File: src/core/ovsr_pkg.sv
// Shared constants, types and encodings of the output voltage setpoint register bank
package ovsr_pkg;

  // Command codes of the setpoint bank
  localparam logic [7:0] FORMAT_CODE = 8'h20;
  localparam logic [7:0] SETPOINT_CODE = 8'h21;
  localparam logic [7:0] OFFSET_CODE = 8'h22;
  localparam logic [7:0] CEILING_CODE = 8'h24;
  localparam logic [7:0] UPPER_CODE = 8'h25;
  localparam logic [7:0] LOWER_CODE = 8'h26;
  localparam logic [7:0] SLEW_CODE = 8'h27;

  // Reset values loaded as the stored defaults
  localparam logic [15:0] SETPOINT_RESET = 16'h0133;
  localparam logic [15:0] OFFSET_RESET = 16'h0000;
  localparam logic [15:0] CEILING_RESET = 16'h1c00;
  localparam logic [15:0] UPPER_RESET = 16'h0142;
  localparam logic [15:0] LOWER_RESET = 16'h0123;
  localparam logic [15:0] SLEW_RESET = 16'he002;

  // Read-only format byte: mode field and exponent field
  localparam int FORMAT_MODE_POS = 5;
  localparam int FORMAT_EXP_POS = 0;
  localparam logic [2:0] FORMAT_MODE_UNSIGNED = 3'h0;
  localparam logic [4:0] FORMAT_EXP = 5'h17;
  localparam logic [7:0] FORMAT_BYTE = 8'h17;

  // Slew word layout: exponent 15:11, mantissa 10:0
  localparam int SLEW_EXP_MSB = 15;
  localparam int SLEW_EXP_LSB = 11;
  localparam int SLEW_MAN_MSB = 10;
  localparam logic [4:0] SLEW_EXP = 5'h1c;
  localparam logic [10:0] SLEW_MAN_MIN = 11'h001;
  localparam logic [10:0] SLEW_MAN_MAX = 11'h020;

  // Ramp timing: rate step and setpoint step in nV, clock in MHz
  localparam int RATE_UNIT_NV = 62500;
  localparam int SETPOINT_LSB_NV = 1953125;
  localparam int CLK_MHZ = 25;
  localparam logic [31:0] RAMP_THRESH = 32'(SETPOINT_LSB_NV * CLK_MHZ);
  localparam logic [31:0] RATE_UNIT = 32'(RATE_UNIT_NV);

  // Width of the trim shift; the highest shift of 3 gives a scale factor of one eighth
  localparam int TRIM_SHIFT_W = 2;

  // Operation control selection of the target source
  typedef enum logic [1:0] {
    OVSR_OP_NOMINAL,
    OVSR_OP_MARGIN_HIGH,
    OVSR_OP_MARGIN_LOW
  } ovsr_op_t;

  // Ramp direction state
  typedef enum logic [1:0] {
    OVSR_RAMP_IDLE,
    OVSR_RAMP_UP,
    OVSR_RAMP_DOWN
  } ovsr_ramp_t;

  // Command from the bus decoder
  typedef struct packed {
    logic write;
    logic [7:0] code;
    logic [15:0] data;
  } ovsr_cmd_t;

  // Answer to a command
  typedef struct packed {
    logic err;
    logic [15:0] data;
  } ovsr_rsp_t;

endpackage

File: src/core/ovsr_target.sv
// Effective target: selected setpoint plus scaled trim, clamped to the ceiling
`timescale 1ns/1ns
module ovsr_target
  import ovsr_pkg::*;
(
  input wire logic [15:0] baseWord,
  input wire logic [15:0] offsetWord,
  input wire logic [TRIM_SHIFT_W-1:0] trimShift,
  input wire logic [15:0] ceilingWord,
  output logic [15:0] effWord,
  output logic ceilingHit
);

  logic signed [20:0] trimScaled;
  logic signed [20:0] sum;

  // Trim divided by the scale factor is a left shift
  // trim offset added
  always_comb begin
    trimScaled = signed'({{5{offsetWord[15]}}, offsetWord}) <<< trimShift;
    sum = signed'({5'h00, baseWord}) + trimScaled;
  end

  // Floor at zero, then ceiling clamp
  // never above ceiling
  always_comb begin
    ceilingHit = 1'b0;
    if (sum < 0) begin
      effWord = 16'h0000;
    end else if (sum > signed'({5'h00, ceilingWord})) begin
      effWord = ceilingWord;
      ceilingHit = 1'b1;
    end else begin
      effWord = sum[15:0];
    end
  end

endmodule

File: src/core/ovsr_ramp.sv
// Slewed output word that walks toward the target at the programmed rate
`timescale 1ns/1ns
module ovsr_ramp
  import ovsr_pkg::*;
(
  input wire logic sys_clk,
  input wire logic rst_n,
  input wire logic ce,
  input wire logic [15:0] target,
  input wire logic [10:0] rateMan,
  input wire logic follow,
  output logic [15:0] level_r,
  output logic busy_r
);

  ovsr_ramp_t state_r;
  ovsr_ramp_t state_nxt;
  logic [31:0] acc_r;
  logic [31:0] acc_nxt;
  logic stepDue;

  // Phase accumulator sum and step decision
  always_comb begin
    acc_nxt = acc_r + 32'(rateMan) * RATE_UNIT;
    stepDue = (acc_nxt >= RAMP_THRESH);
  end

  // Direction from the target comparison
  always_comb begin
    if (follow || level_r == target) begin
      state_nxt = OVSR_RAMP_IDLE;
    end else if (target > level_r) begin
      state_nxt = OVSR_RAMP_UP;
    end else begin
      state_nxt = OVSR_RAMP_DOWN;
    end
  end

  // Direction state
  always_ff @(posedge sys_clk) begin
    if (!rst_n) begin
      state_r <= OVSR_RAMP_IDLE;
    end else if (ce) begin
      state_r <= state_nxt;
    end
  end

  // Accumulator is cleared whenever no ramp runs
  always_ff @(posedge sys_clk) begin
    if (!rst_n) begin
      acc_r <= 32'h0000_0000;
    end else if (ce) begin
      if (state_r == OVSR_RAMP_IDLE || state_nxt != state_r) begin
        acc_r <= 32'h0000_0000;
      end else if (stepDue) begin
        acc_r <= acc_nxt - RAMP_THRESH;
      end else begin
        acc_r <= acc_nxt;
      end
    end
  end

  // Output level: jumps while not converting, otherwise steps one code at a time
  // ramp at slew rate
  always_ff @(posedge sys_clk) begin
    if (!rst_n) begin
      level_r <= SETPOINT_RESET;
    end else if (ce) begin
      case (state_r)
        OVSR_RAMP_IDLE: begin
          if (follow) begin
            level_r <= target;
          end
        end
        OVSR_RAMP_UP: begin
          if (follow) begin
            level_r <= target;
          end else if (stepDue && state_nxt == OVSR_RAMP_UP) begin
            level_r <= level_r + 16'h0001;
          end
        end
        OVSR_RAMP_DOWN: begin
          if (follow) begin
            level_r <= target;
          end else if (stepDue && state_nxt == OVSR_RAMP_DOWN) begin
            level_r <= level_r - 16'h0001;
          end
        end
        default: begin
          level_r <= target;
        end
      endcase
    end
  end

  // Busy while converting and the level differs from the target
  always_ff @(posedge sys_clk) begin
    if (!rst_n) begin
      busy_r <= 1'b0;
    end else if (ce) begin
      busy_r <= (state_nxt != OVSR_RAMP_IDLE);
    end
  end

endmodule

File: src/core/ovsr_regs.sv
// Output voltage setpoint register bank with target selection, clamp and slew
//
// Summary of operation
// - Nominal setpoint: 16-bit unsigned read/write word
// - Nominal setpoint resets to 0133h
// - Setpoint range 0.3-14 V, 1.953 mV
// - Trim word, shifted by scale, added
// - Trim spans +-2 V, resets zero
// - Effective target never above ceiling word
// - Ceiling word read/write, resets 1C00h
// - Margin high selects upper margin word
// - Margin low selects lower margin word
// - Target changes ramp at slew rate while converting
// - Slew word: exponent 11100, signed mantissa
// - Slew 1 to 32 steps, reset E002h
// - Bad slew write ignored and reported
// - Format byte read-only, exponent -9
`timescale 1ns/1ns
module ovsr_regs
  import ovsr_pkg::*;
(
  input wire logic sys_clk,
  input wire logic rst_n,
  input wire logic ce,
  input wire logic cmdValid,
  input wire ovsr_cmd_t cmd,
  input wire ovsr_op_t opSelect,
  input wire logic [TRIM_SHIFT_W-1:0] trimShift,
  input wire logic convOn,
  input wire logic faultClear,
  output logic rspValid_r,
  output ovsr_rsp_t rsp_r,
  output logic [15:0] effTarget_r,
  output logic [15:0] outLevel_r,
  output logic rampBusy_r,
  output logic ceilingHit_r,
  output logic rateRejected_r,
  output logic rejectPulse_r
);

  // Returns true for a write of the given code
  function automatic logic isWrite(input logic valid, input ovsr_cmd_t c,
                                   input logic [7:0] code);
    isWrite = valid && c.write && (c.code == code);
  endfunction

  // Valid slew word: fixed exponent, positive mantissa in range
  function automatic logic slewOk(input logic [15:0] w);
    logic [10:0] scale_mantissa_field;
    scale_mantissa_field = w[SLEW_MAN_MSB:0];
    slewOk = (w[SLEW_EXP_MSB:SLEW_EXP_LSB] == SLEW_EXP) &&
             (scale_mantissa_field >= SLEW_MAN_MIN) && (scale_mantissa_field <= SLEW_MAN_MAX);
  endfunction

  // Known command code check
  function automatic logic isKnown(input logic [7:0] code);
    case (code)
      FORMAT_CODE, SETPOINT_CODE, OFFSET_CODE, CEILING_CODE,
      UPPER_CODE, LOWER_CODE, SLEW_CODE: isKnown = 1'b1;
      default: isKnown = 1'b0;
    endcase
  endfunction

  logic [15:0] setpoint_r;
  logic [15:0] offset_r;
  logic [15:0] ceiling_r;
  logic [15:0] upper_r;
  logic [15:0] lower_r;
  logic [15:0] slew_r;
  logic [15:0] baseWord;
  logic [15:0] effWord;
  logic ceilingHit;
  logic slewWrite;
  logic slewBad;
  logic [15:0] readWord;
  logic readErr;
  logic [15:0] rampLevel;
  logic rampBusy;

  // Nominal setpoint word
  // setpoint storage
  always_ff @(posedge sys_clk) begin
    if (!rst_n) begin
      setpoint_r <= SETPOINT_RESET;
    end else if (ce && isWrite(cmdValid, cmd, SETPOINT_CODE)) begin
      setpoint_r <= cmd.data;
    end
  end

  // Signed trim word, written as the host computed it
  // trim default zero
  always_ff @(posedge sys_clk) begin
    if (!rst_n) begin
      offset_r <= OFFSET_RESET;
    end else if (ce && isWrite(cmdValid, cmd, OFFSET_CODE)) begin
      offset_r <= cmd.data;
    end
  end

  // Ceiling word
  // ceiling storage
  always_ff @(posedge sys_clk) begin
    if (!rst_n) begin
      ceiling_r <= CEILING_RESET;
    end else if (ce && isWrite(cmdValid, cmd, CEILING_CODE)) begin
      ceiling_r <= cmd.data;
    end
  end

  // Upper margin setpoint
  // upper margin storage
  always_ff @(posedge sys_clk) begin
    if (!rst_n) begin
      upper_r <= UPPER_RESET;
    end else if (ce && isWrite(cmdValid, cmd, UPPER_CODE)) begin
      upper_r <= cmd.data;
    end
  end

  // Lower margin setpoint
  // lower margin storage
  always_ff @(posedge sys_clk) begin
    if (!rst_n) begin
      lower_r <= LOWER_RESET;
    end else if (ce && isWrite(cmdValid, cmd, LOWER_CODE)) begin
      lower_r <= cmd.data;
    end
  end

  // Slew write qualification
  // exponent and mantissa check
  always_comb begin
    slewWrite = isWrite(cmdValid, cmd, SLEW_CODE);
    slewBad = slewWrite && !slewOk(cmd.data);
  end

  // Slew word keeps its old value on a bad write
  // slew default and range
  always_ff @(posedge sys_clk) begin
    if (!rst_n) begin
      slew_r <= SLEW_RESET;
    end else if (ce && slewWrite && !slewBad) begin
      slew_r <= cmd.data;
    end
  end

  // Sticky rejection flag; a new rejection wins over a clear
  // report rejection
  always_ff @(posedge sys_clk) begin
    if (!rst_n) begin
      rateRejected_r <= 1'b0;
    end else if (ce) begin
      if (slewBad) begin
        rateRejected_r <= 1'b1;
      end else if (faultClear) begin
        rateRejected_r <= 1'b0;
      end
    end
  end

  // One-cycle rejection pulse
  always_ff @(posedge sys_clk) begin
    if (!rst_n) begin
      rejectPulse_r <= 1'b0;
    end else if (ce) begin
      rejectPulse_r <= slewBad;
    end
  end

  // Read data mux; the format byte sits in the low bits
  // fixed format byte
  always_comb begin
    readErr = 1'b0;
    case (cmd.code)
      FORMAT_CODE: readWord = {8'h00, FORMAT_BYTE};
      SETPOINT_CODE: readWord = setpoint_r;
      OFFSET_CODE: readWord = offset_r;
      CEILING_CODE: readWord = ceiling_r;
      UPPER_CODE: readWord = upper_r;
      LOWER_CODE: readWord = lower_r;
      SLEW_CODE: readWord = slew_r;
      default: begin
        readWord = 16'h0000;
        readErr = 1'b1;
      end
    endcase
  end

  // Answer one cycle after each command
  always_ff @(posedge sys_clk) begin
    if (!rst_n) begin
      rspValid_r <= 1'b0;
    end else if (ce) begin
      rspValid_r <= cmdValid;
    end
  end

  // Answer payload: error on unknown code, format write or bad slew
  // format byte not writable
  always_ff @(posedge sys_clk) begin
    if (!rst_n) begin
      rsp_r <= '0;
    end else if (ce && cmdValid) begin
      if (cmd.write) begin
        rsp_r.data <= 16'h0000;
        rsp_r.err <= !isKnown(cmd.code) || (cmd.code == FORMAT_CODE) || slewBad;
      end else begin
        rsp_r.data <= readWord;
        rsp_r.err <= readErr;
      end
    end
  end

  // Source selection by operation control
  // margin high source
  always_comb begin
    case (opSelect)
      OVSR_OP_MARGIN_HIGH: baseWord = upper_r;
      OVSR_OP_MARGIN_LOW: baseWord = lower_r;
      default: baseWord = setpoint_r;
    endcase
  end

  // Trim and ceiling arithmetic
  ovsr_target u_target (
    .baseWord(baseWord),
    .offsetWord(offset_r),
    .trimShift(trimShift),
    .ceilingWord(ceiling_r),
    .effWord(effWord),
    .ceilingHit(ceilingHit)
  );

  // Registered effective target and clamp indication
  // clamped target registered
  always_ff @(posedge sys_clk) begin
    if (!rst_n) begin
      effTarget_r <= SETPOINT_RESET;
      ceilingHit_r <= 1'b0;
    end else if (ce) begin
      effTarget_r <= effWord;
      ceilingHit_r <= ceilingHit;
    end
  end

  // Ramp toward the target; jumps while conversion is off
  // no slew on turn-on or off
  ovsr_ramp u_ramp (
    .sys_clk(sys_clk),
    .rst_n(rst_n),
    .ce(ce),
    .target(effTarget_r),
    .rateMan(slew_r[SLEW_MAN_MSB:0]),
    .follow(!convOn),
    .level_r(rampLevel),
    .busy_r(rampBusy)
  );

  // Output copies of the ramp state
  always_comb begin
    outLevel_r = rampLevel;
    rampBusy_r = rampBusy;
  end

endmodule

File: config.mk
export PLATFORM = sky130hd
export DESIGN_NAME = ovsr_regs
export DESIGN_NICKNAME = d
export VERILOG_FILES = /design/src/core/ovsr_pkg.sv /design/src/core/ovsr_target.sv /design/src/core/ovsr_ramp.sv /design/src/core/ovsr_regs.sv
export SDC_FILE = /design/constraint.sdc
export NUM_CORES = 1
export LEC_CHECK = 0
export BUFFER_PORTS_ARGS = -buffer_cell sky130_fd_sc_hd__buf_4
export CAP_MARGIN = 10
export CORE_AREA = 2 2 156 158
export CTS_BUF_LIST = sky130_fd_sc_hd__clkbuf_2 sky130_fd_sc_hd__clkbuf_4 sky130_fd_sc_hd__clkbuf_8
export DETAILED_ROUTE_END_ITERATION = 7
export DIE_AREA = 0 0 158 160
export MAX_ROUTING_LAYER = met4
export PLACE_DENSITY = 0.89
export SLEW_MARGIN = 20
export SYNTH_ARGS = -nofsm -noshare
export SYNTH_HDL_FRONTEND = slang
export SYNTH_HIERARCHICAL = 1
export SYNTH_SLANG_ARGS = --single-unit
File: constraint.sdc
create_clock -name sys_clk -period 19.5 [get_ports sys_clk]
set_input_delay 1.95 -clock sys_clk [delete_from_list [all_inputs] [get_ports sys_clk]]
set_output_delay 1.95 -clock sys_clk [all_outputs]
set_load 0.05 [all_outputs]
==> run_results.csv, run 1 <==
group,metric,value,unit
floorplan,ioPinCount,89,
floorplan,fp.dieW,158,µm
routing,drc,0,
timing,tightestPinTransition,1.08,ns
timing,max_slew_margin,0.273,
critical_path,reg2reg_to,"u_ramp/level_r[0]",
placement,port_buffers,88,
cells_and_area,area_growth_syn_to_layout,6.88,%
cells_and_area,layout_commonest_cell,"nand2_1",
logic_synthesis,syn-cell-area,16200,µm²
timing,fin_crit_sh,0.446,
logic_synthesis,seq_area_frac_synth,0.228,
timing,rsz0062_at_grt,"no",
logic_synthesis,synth_cells,1973,
routing,vias_per_cell,6.53,
timing,clock_skew,0.0223,ns
floorplan,coreArea,23800,µm²
floorplan,die_h,160,µm
power_and_ir_drop,power.density,46.2,nW/µm²
critical_path,worst_path_max_delay_cell,"fa_1",
clocking,cts_tree,"done",
worst_hold_path,hold_path_depth,2,
placement,place_area,16900,µm²
placement,globalplace.congestion,0.982,
critical_path,criticalPathCategory,"flip-flop to flip-flop",
worst_hold_path,min_to,"u_ramp/acc_r[12]",
critical_path,cp_max_fo,16,
critical_path,ff2ff_path_depth,31,
timing,setup_viol,0,
global_route,grt_util_all_layers,0.358,
power_and_ir_drop,leakage,7.41,nW
critical_path,end_kind,"flip-flop",
critical_path,cp_slowest_stage_delay,0.56,ns
worst_hold_path,hold_class,"flip-flop to flip-flop",
critical_path,r2r-start,"slew_r[2]",
critical_path,crit_path_start_kind,"flip-flop",
clocking,cts_hold_buf,0,
logic_synthesis,ys_seq_elements,184,
logic_synthesis,synth_fp_nets,2202,
routing,wire_per_inst,19.1,µm
cells_and_area,final_nets,2217,
clocking,cts_buffers,17,
timing,fmax,115,MHz
timing,hold_viol_final,0,
cells_and_area,design_area,17300,µm²
clocking,cts_buffer_depth,2,
logic_synthesis,synth-main-ff-cell,"dfxtp_1",
clocking,numClockSinks,184,
clocking,post_cts_resized,0,
clocking,path_clk_slew,0.11,ns
placement,hpwl,33500,µm
job,drv_cap,0,
logic_synthesis,yosysWarnings,6,
cells_and_area,final_cell_mix,"307 x nand2_1, 184 x dfxtp_1, 162 x ha_1",
routing,firstDrtPassIters,6,
logic_synthesis,syn_area_per_cell,8.20,µm²
floorplan,num_rows,57,
power_and_ir_drop,irDropWorstVdd,44.7,µV
critical_path,required,19.88,ns
timing,layout_min_cycle_time,8.70,ns
logic_synthesis,async_flop_share,0,
global_route,grt_pass1_vias,14200,
routing,antenna_left,0,
clocking,htreeDepth,4,
global_route,grt_pass1_wl,71100,µm
floorplan,initial_core_util,0.679,
global_route,antenna_found_initial,0,
global_route,grt_max_degree,93,
clocking,clock_latency,0.50,ns
critical_path,r2r_slack,10.80,ns
clocking,post_cts_buffers,0,
logic_synthesis,synth.distinct_cells,101,
critical_path,startpoint,"slew_r[2]",
logic_synthesis,synth_edf_count,0,
floorplan,die_area,25300,µm²
timing,slew_violations,0,
cells_and_area,antenna_cells,0,
routing,finalWirelength,44300,µm
critical_path,arrival,9.08,ns
routing,via_count,15200,
cells_and_area,drive_gt1_frac,0.0985,
routing,drt_iter0_markers,1993,
clocking,clock-root-buffer,"clkbuf_8",
worst_hold_path,hp-start,"u_ramp/acc_r[12]",
timing,fin_setup_tns,0,ns
run_status,status,"finished, final reports clean",
global_route,grt_overflow,0,
[worst max path at each step]
| stage | endpoint | slack, ns |
|---|---|---|
| after CTS | u_ramp/level_r[1] | 10.88 |
| final | u_ramp/level_r[0] | 10.80 |
| after floorplan | u_ramp/level_r[0] | 11.91 |
| after global routing | u_ramp/level_r[1] | 10.35 |
| after detailed placement | u_ramp/level_r[5] | 10.89 |
| after global placement | u_ramp/level_r[0] | 11.19 |
[sequential cells by signal, indices dropped and copies added, names as in the netlist]
signal and count:
rejectPulse_r 1, lower_r 16, upper_r 16, u_ramp/busy_r 1
setpoint_r 16, effTarget_r 16, u_ramp/state_r 2, slew_r 16
offset_r 16, u_ramp/level_r 16, ceiling_r 16, ceilingHit_r 1
rspValid_r 1, rateRejected_r 1, u_ramp/acc_r 32, rsp_r 17
[cells by family (layout without fill, tap and decap cells)]
group | after synthesis | in the layout | synth area share
flip-flops | 184 | 184 | 0.228
AND/OR/NAND/NOR | 694 | 694 | 0.211
buffers and inverters | 236 | 264 | 0.0599
XOR/XNOR | 89 | 89 | 0.0482
AO/OA/AOI/OAI | 485 | 485 | 0.211
multiplexers | 91 | 91 | 0.0778
adder cells (fa/ha/maj) | 194 | 194 | 0.165
[final cells by class]
type / count / area, µm²
Inverter: 133 / 499
Fill cell: 1831 / 6530
Sequential cell: 184 / 3680
Multi-Input combinational cell: 1553 / 11500
Clock inverter: 15 / 185
Clock buffer: 17 / 234
Timing Repair Buffer: 99 / 743
Tap cell: 324 / 405
[critical path: cells and delay by family, from the launching register on]
kind,cells,cell delay (ns)
XOR/XNOR,2,0.41
AO/OA/AOI/OAI,9,2.19
flip-flops,1,0.53
multiplexers,1,0.36
adder cells (fa/ha/maj),7,2.98
AND/OR/NAND/NOR,7,1.59
buffers and inverters,5,0.52
[report_power, final]
group | switching (mW) | internal, mW | leakage [nW]
Combinational | 0.0875 | 0.0496 | 5.72
Sequential | 0.00657 | 0.380 | 1.49
Clock | 0.174 | 0.101 | 0.207
[synthesized netlist by cell type, drive strengths merged, types with 10 or more instances]
library cell	count	share of area
a211oi	13	0.0063
a21boi	74	0.035
a21o	20	0.0093
a21oi	79	0.024
a221oi	17	0.011
a22oi	42	0.020
a31oi	14	0.0054
and2	28	0.011
and3	21	0.0087
buf	28	0.012
clkbuf	75	0.017
dfxtp	184	0.23
fa	32	0.040
ha	162	0.13
inv	133	0.031
mux2	10	0.0072
mux2i	56	0.035
mux4	25	0.036
nand2	309	0.073
nand2b	15	0.0058
nand3	82	0.025
nand4	16	0.0066
nor2	85	0.020
nor2b	32	0.013
nor3	36	0.011
nor4	10	0.0048
o211ai	10	0.0053
o21a	29	0.013
o21ai	103	0.032
or3	11	0.0043
xnor2	63	0.034
xor2	26	0.014
[per-layer routing]
layer | vias to the layer above | track usage | share of wire
met4 | 0 | 0.154 | 0.043
met1 | 7137 | 0.448 | 0.40
li1 | 7076 | - | -
met2 | 789 | 0.559 | 0.46
met3 | 173 | 0.0773 | 0.089
met5 | - | - | 0
[stage by stage]
step           instances  total power [mW]  hold WS [ns]  setup slack, ns  utilization
2_1_floorplan       1973             0.491         0.405            11.91            -
3_3_place_gp        2293             0.524         0.440            11.19        0.708
3_5_place_dp        2293             0.528         0.448            10.89        0.708
4_1_cts             2325             0.796         0.463            10.88        0.726
5_1_grt             2325             0.825         0.483            10.35        0.726
6_report            2325             0.799         0.463            10.80        0.726
No activity file was read; power rests on OpenSTA's default activity.
==> inputs of run 2 (changes only) <==
--- a/config.mk
+++ b/config.mk
@@ -5,14 +5,15 @@
 export SDC_FILE = /design/constraint.sdc
 export NUM_CORES = 1
 export LEC_CHECK = 0
+export ABC_AREA = 1
 export BUFFER_PORTS_ARGS = -buffer_cell sky130_fd_sc_hd__buf_4
 export CAP_MARGIN = 10
-export CORE_AREA = 2 2 156 158
+export CORE_AREA = 2 2 167 169
 export CTS_BUF_LIST = sky130_fd_sc_hd__clkbuf_2 sky130_fd_sc_hd__clkbuf_4 sky130_fd_sc_hd__clkbuf_8
 export DETAILED_ROUTE_END_ITERATION = 7
-export DIE_AREA = 0 0 158 160
+export DIE_AREA = 0 0 169 171
 export MAX_ROUTING_LAYER = met4
-export PLACE_DENSITY = 0.89
+export PLACE_DENSITY = 0.84
 export SLEW_MARGIN = 20
 export SYNTH_ARGS = -nofsm -noshare
 export SYNTH_HDL_FRONTEND = slang
==> constraint.sdc (replaced) <==
create_clock -name sys_clk -period 8.95 [get_ports sys_clk]
set_input_delay 0.895 -clock sys_clk [delete_from_list [all_inputs] [get_ports sys_clk]]
set_output_delay 0.895 -clock sys_clk [all_outputs]
set_load 0.05 [all_outputs]
==> run 2 against run 1 <==
Effect of this change: the flow now finishes with violations (design-rule violations); worst hold slack improved by 0.0012 ns; register-to-register slack got worse by 9.7 ns; synthesized cell count increased by 37%; fmax grew 11%; cell count rose by 33%; worst setup slack got worse by 9.7 ns; non-clock buffer count decreased by 7; critical path depth rose by 8; global-route usage increased by 1.6 points; sequential cell count unchanged; area after synthesis up 6.8%; critical path type unchanged; highest routed layer unchanged.
==> run_results.csv, run 2 <==
group,metric,value,unit
global_route,grt_util_all_layers,0.374,
routing,vias_per_cell,5.91,
clocking,cts_hold_buf,0,
global_route,grt_max_degree,113,
logic_synthesis,synth_most_common_cell,"nand2_1",
clocking,post_cts_resized,0,
critical_path,criticalPathCategory,"flip-flop to flip-flop",
timing,fin_setup_tns,0,ns
critical_path,arrival,8.19,ns
logic_synthesis,seq_area_frac_synth,0.213,
clocking,cts_tree,"done",
timing,layout_setup_ws,1.10,ns
critical_path,end_kind,"flip-flop",
cells_and_area,largest_reg_flops,32,
clocking,cts_buffer_depth,2,
cells_and_area,top_regs,"u_ramp/acc_r x32, rsp_r x17",
logic_synthesis,syn_area_per_cell,6.38,µm²
job,drv_cap,0,
power_and_ir_drop,pwr-share-seq,0.440,
logic_synthesis,synth_cells,2708,
clocking,numClockSinks,184,
logic_synthesis,synth.distinct_cells,54,
timing,setup_viol,0,
routing,drt_iter0_markers,2388,
placement,place_area,18000,µm²
clocking,clock-root-buffer,"clkbuf_8",
placement,place_ws,1.18,ns
logic_synthesis,synthTopCellsByArea,"dfxtp_1 21%, nand2_1 14%, ha_1 12%",
logic_synthesis,synth-adder-area-share,0.154,
timing,fin_hold_ws,0.464,ns
floorplan,num_rows,61,
routing,antenna_left,0,
logic_synthesis,synth-simple-area-share,0.327,
power_and_ir_drop,leakage,9.41,nW
critical_path,worst_path_max_delay_cell,"fa_1",
power_and_ir_drop,clockPowerShare,0.293,
floorplan,coreArea,27300,µm²
timing,fmax,127,MHz
placement,globalplace.congestion,1.01,
routing,finalWirelength,53400,µm
routing,firstDrtPassIters,8,
power_and_ir_drop,switchingPower,0.746,mW
placement,port_buffers,88,
logic_synthesis,synth-main-ff-cell,"dfxtp_1",
power_and_ir_drop,combPwrFrac,0.267,
floorplan,fp.dieW,169,µm
power_and_ir_drop,power.density,108,nW/µm²
logic_synthesis,yosysWarnings,6,
global_route,antenna_found_initial,0,
cells_and_area,design_area,18400,µm²
timing,tightestPinTransition,1.06,ns
logic_synthesis,synth_fp_nets,2937,
worst_hold_path,hold_class,"flip-flop to flip-flop",
global_route,grt_pass1_vias,16100,
cells_and_area,regMostFlops,"u_ramp/acc_r",
logic_synthesis,async_flop_share,0,
logic_synthesis,synth_mux_area_frac,0.0110,
critical_path,cp_slowest_stage_delay,0.56,ns
power_and_ir_drop,swShare,0.377,
logic_synthesis,synth_top_area_frac,0.213,
global_route,grt_overflow,0,
cells_and_area,antenna_cells,0,
cells_and_area,layout_commonest_cell,"nand2_1",
cells_and_area,final_nets,2960,
timing,rsz0062_at_grt,"no",
timing,hold_viol_final,0,
timing,max_slew_margin,0.294,
timing,layout_min_cycle_time,7.85,ns
cells_and_area,final_cell_mix,"661 x nand2_1, 405 x inv_1, 230 x a21oi_1",
power_and_ir_drop,power.total,1.98,mW
clocking,htreeDepth,4,
placement,hpwl,41800,µm
floorplan,ioPinCount,89,
logic_synthesis,syn-cell-area,17300,µm²
power_and_ir_drop,internal_power,1.23,mW
floorplan,die_area,28900,µm²
clocking,clock_latency,0.50,ns
logic_synthesis,synth_top_family_by_area,"simple AND/OR/NAND/NOR gates",
logic_synthesis,synth_edf_count,0,
routing,via_count,18300,
timing,slew_violations,0,
global_route,grt_pass1_wl,83600,µm
logic_synthesis,yosysTopAreaCell,"dfxtp_1",
logic_synthesis,synthXorXnorAreaFrac,0.0303,
cells_and_area,drive_gt1_frac,0.0897,
timing,clock_skew,0.0250,ns
run_status,violations,"design-rule violations",
floorplan,die_h,171,µm
critical_path,crit_path_start_kind,"flip-flop",
floorplan,initial_core_util,0.633,
critical_path,cp_max_fo,30,
clocking,path_clk_slew,0.11,ns
logic_synthesis,ys_seq_elements,184,
logic_synthesis,synth_compound_area_frac,0.146,
logic_synthesis,yosys-top-cells-count,"661 x nand2_1, 405 x inv_1, 230 x a21oi_1",
power_and_ir_drop,irDropWorstVdd,113,µV
clocking,cts_buffers,17,
timing,fin_crit_sh,0.877,
routing,drc,1,
cells_and_area,area_growth_syn_to_layout,6.28,%
clocking,post_cts_buffers,0,
run_status,status,"finished with violations",
routing,wire_per_inst,17.3,µm
critical_path,required,9.29,ns
-- run 2: cell types whose count changed in the layout (fill, tap and decap cells not counted), moves of 49 or more --
cell,delta
a21boi_0,-70
a21oi_1,+151
inv_1,+272
nand2_1,+354
nand3_1,+144
nor2_1,+138
o21ai_0,+63
xnor2_1,-49
-- run 2: power groups by stage --
| stage | logic, mW | clock network, mW | registers (mW) |
|---|---|---|---|
| 2_1_floorplan | 0.326 | 0 | 0.932 |
| 3_3_place_gp | 0.504 | 0 | 0.888 |
| 3_5_place_dp | 0.513 | 0 | 0.889 |
| 4_1_cts | 0.515 | 0.580 | 0.870 |
| 5_1_grt | 0.573 | 0.611 | 0.875 |
| 6_report | 0.528 | 0.580 | 0.872 |
-- run 2: cell families after synthesis --
logic type,count (synthesis)
compound gates,465
buf+inv,515
flops,184
simple gates,1273
fa+ha+maj,194
mux,19
xor+xnor,58
-- run 2: stage by stage --
stage / instances / util
detailed placement: 3058 / 0.658
global route: 3090 / 0.672
CTS: 3090 / 0.672
finish: 3090 / 0.672
floorplan: 2708 / -
global placement: 3058 / 0.658
-- run 2: final timing paths --
path	start	endpoint	slack, ns	depth (start not counted)
max	slew_r[2]	u_ramp/acc_r[22]	1.10	39
min	slew_r[12]	slew_r[12]	0.46	2
max reg2reg	slew_r[2]	u_ramp/acc_r[22]	1.10	39
min reg2reg	slew_r[12]	slew_r[12]	0.46	2
-- run 2: area by class of cell --
class / instances / area (µm²)
Clock buffer: 19 / 249
Clock inverter: 13 / 136
Fill cell: 2545 / 8960
Inverter: 427 / 1610
Multi-Input combinational cell: 2009 / 11600
Sequential cell: 184 / 3680
Tap cell: 346 / 433
Timing Repair Buffer: 92 / 691
-- run 2: per-layer routing --
metal / track usage / up-vias / wire, µm
met5: - / - / 0
met4: 0.113 / 0 / 1580
met3: 0.0518 / 127 / 5260
met2: 0.567 / 928 / 23000
met1: 0.520 / 8382 / 23600
li1: - / 8813 / -
-- run 2: worst max-delay path, delay by kind of cell (launching register included) --
| family | cells | cell delay, ns |
|---|---|---|
| XOR/XNOR | 1 | 0.13 |
| adder cells (fa/ha/maj) | 7 | 3.10 |
| AO/OA/AOI/OAI | 5 | 0.92 |
| AND/OR/NAND/NOR | 18 | 2.08 |
| flip-flops | 1 | 0.51 |
| buffers and inverters | 8 | 0.92 |
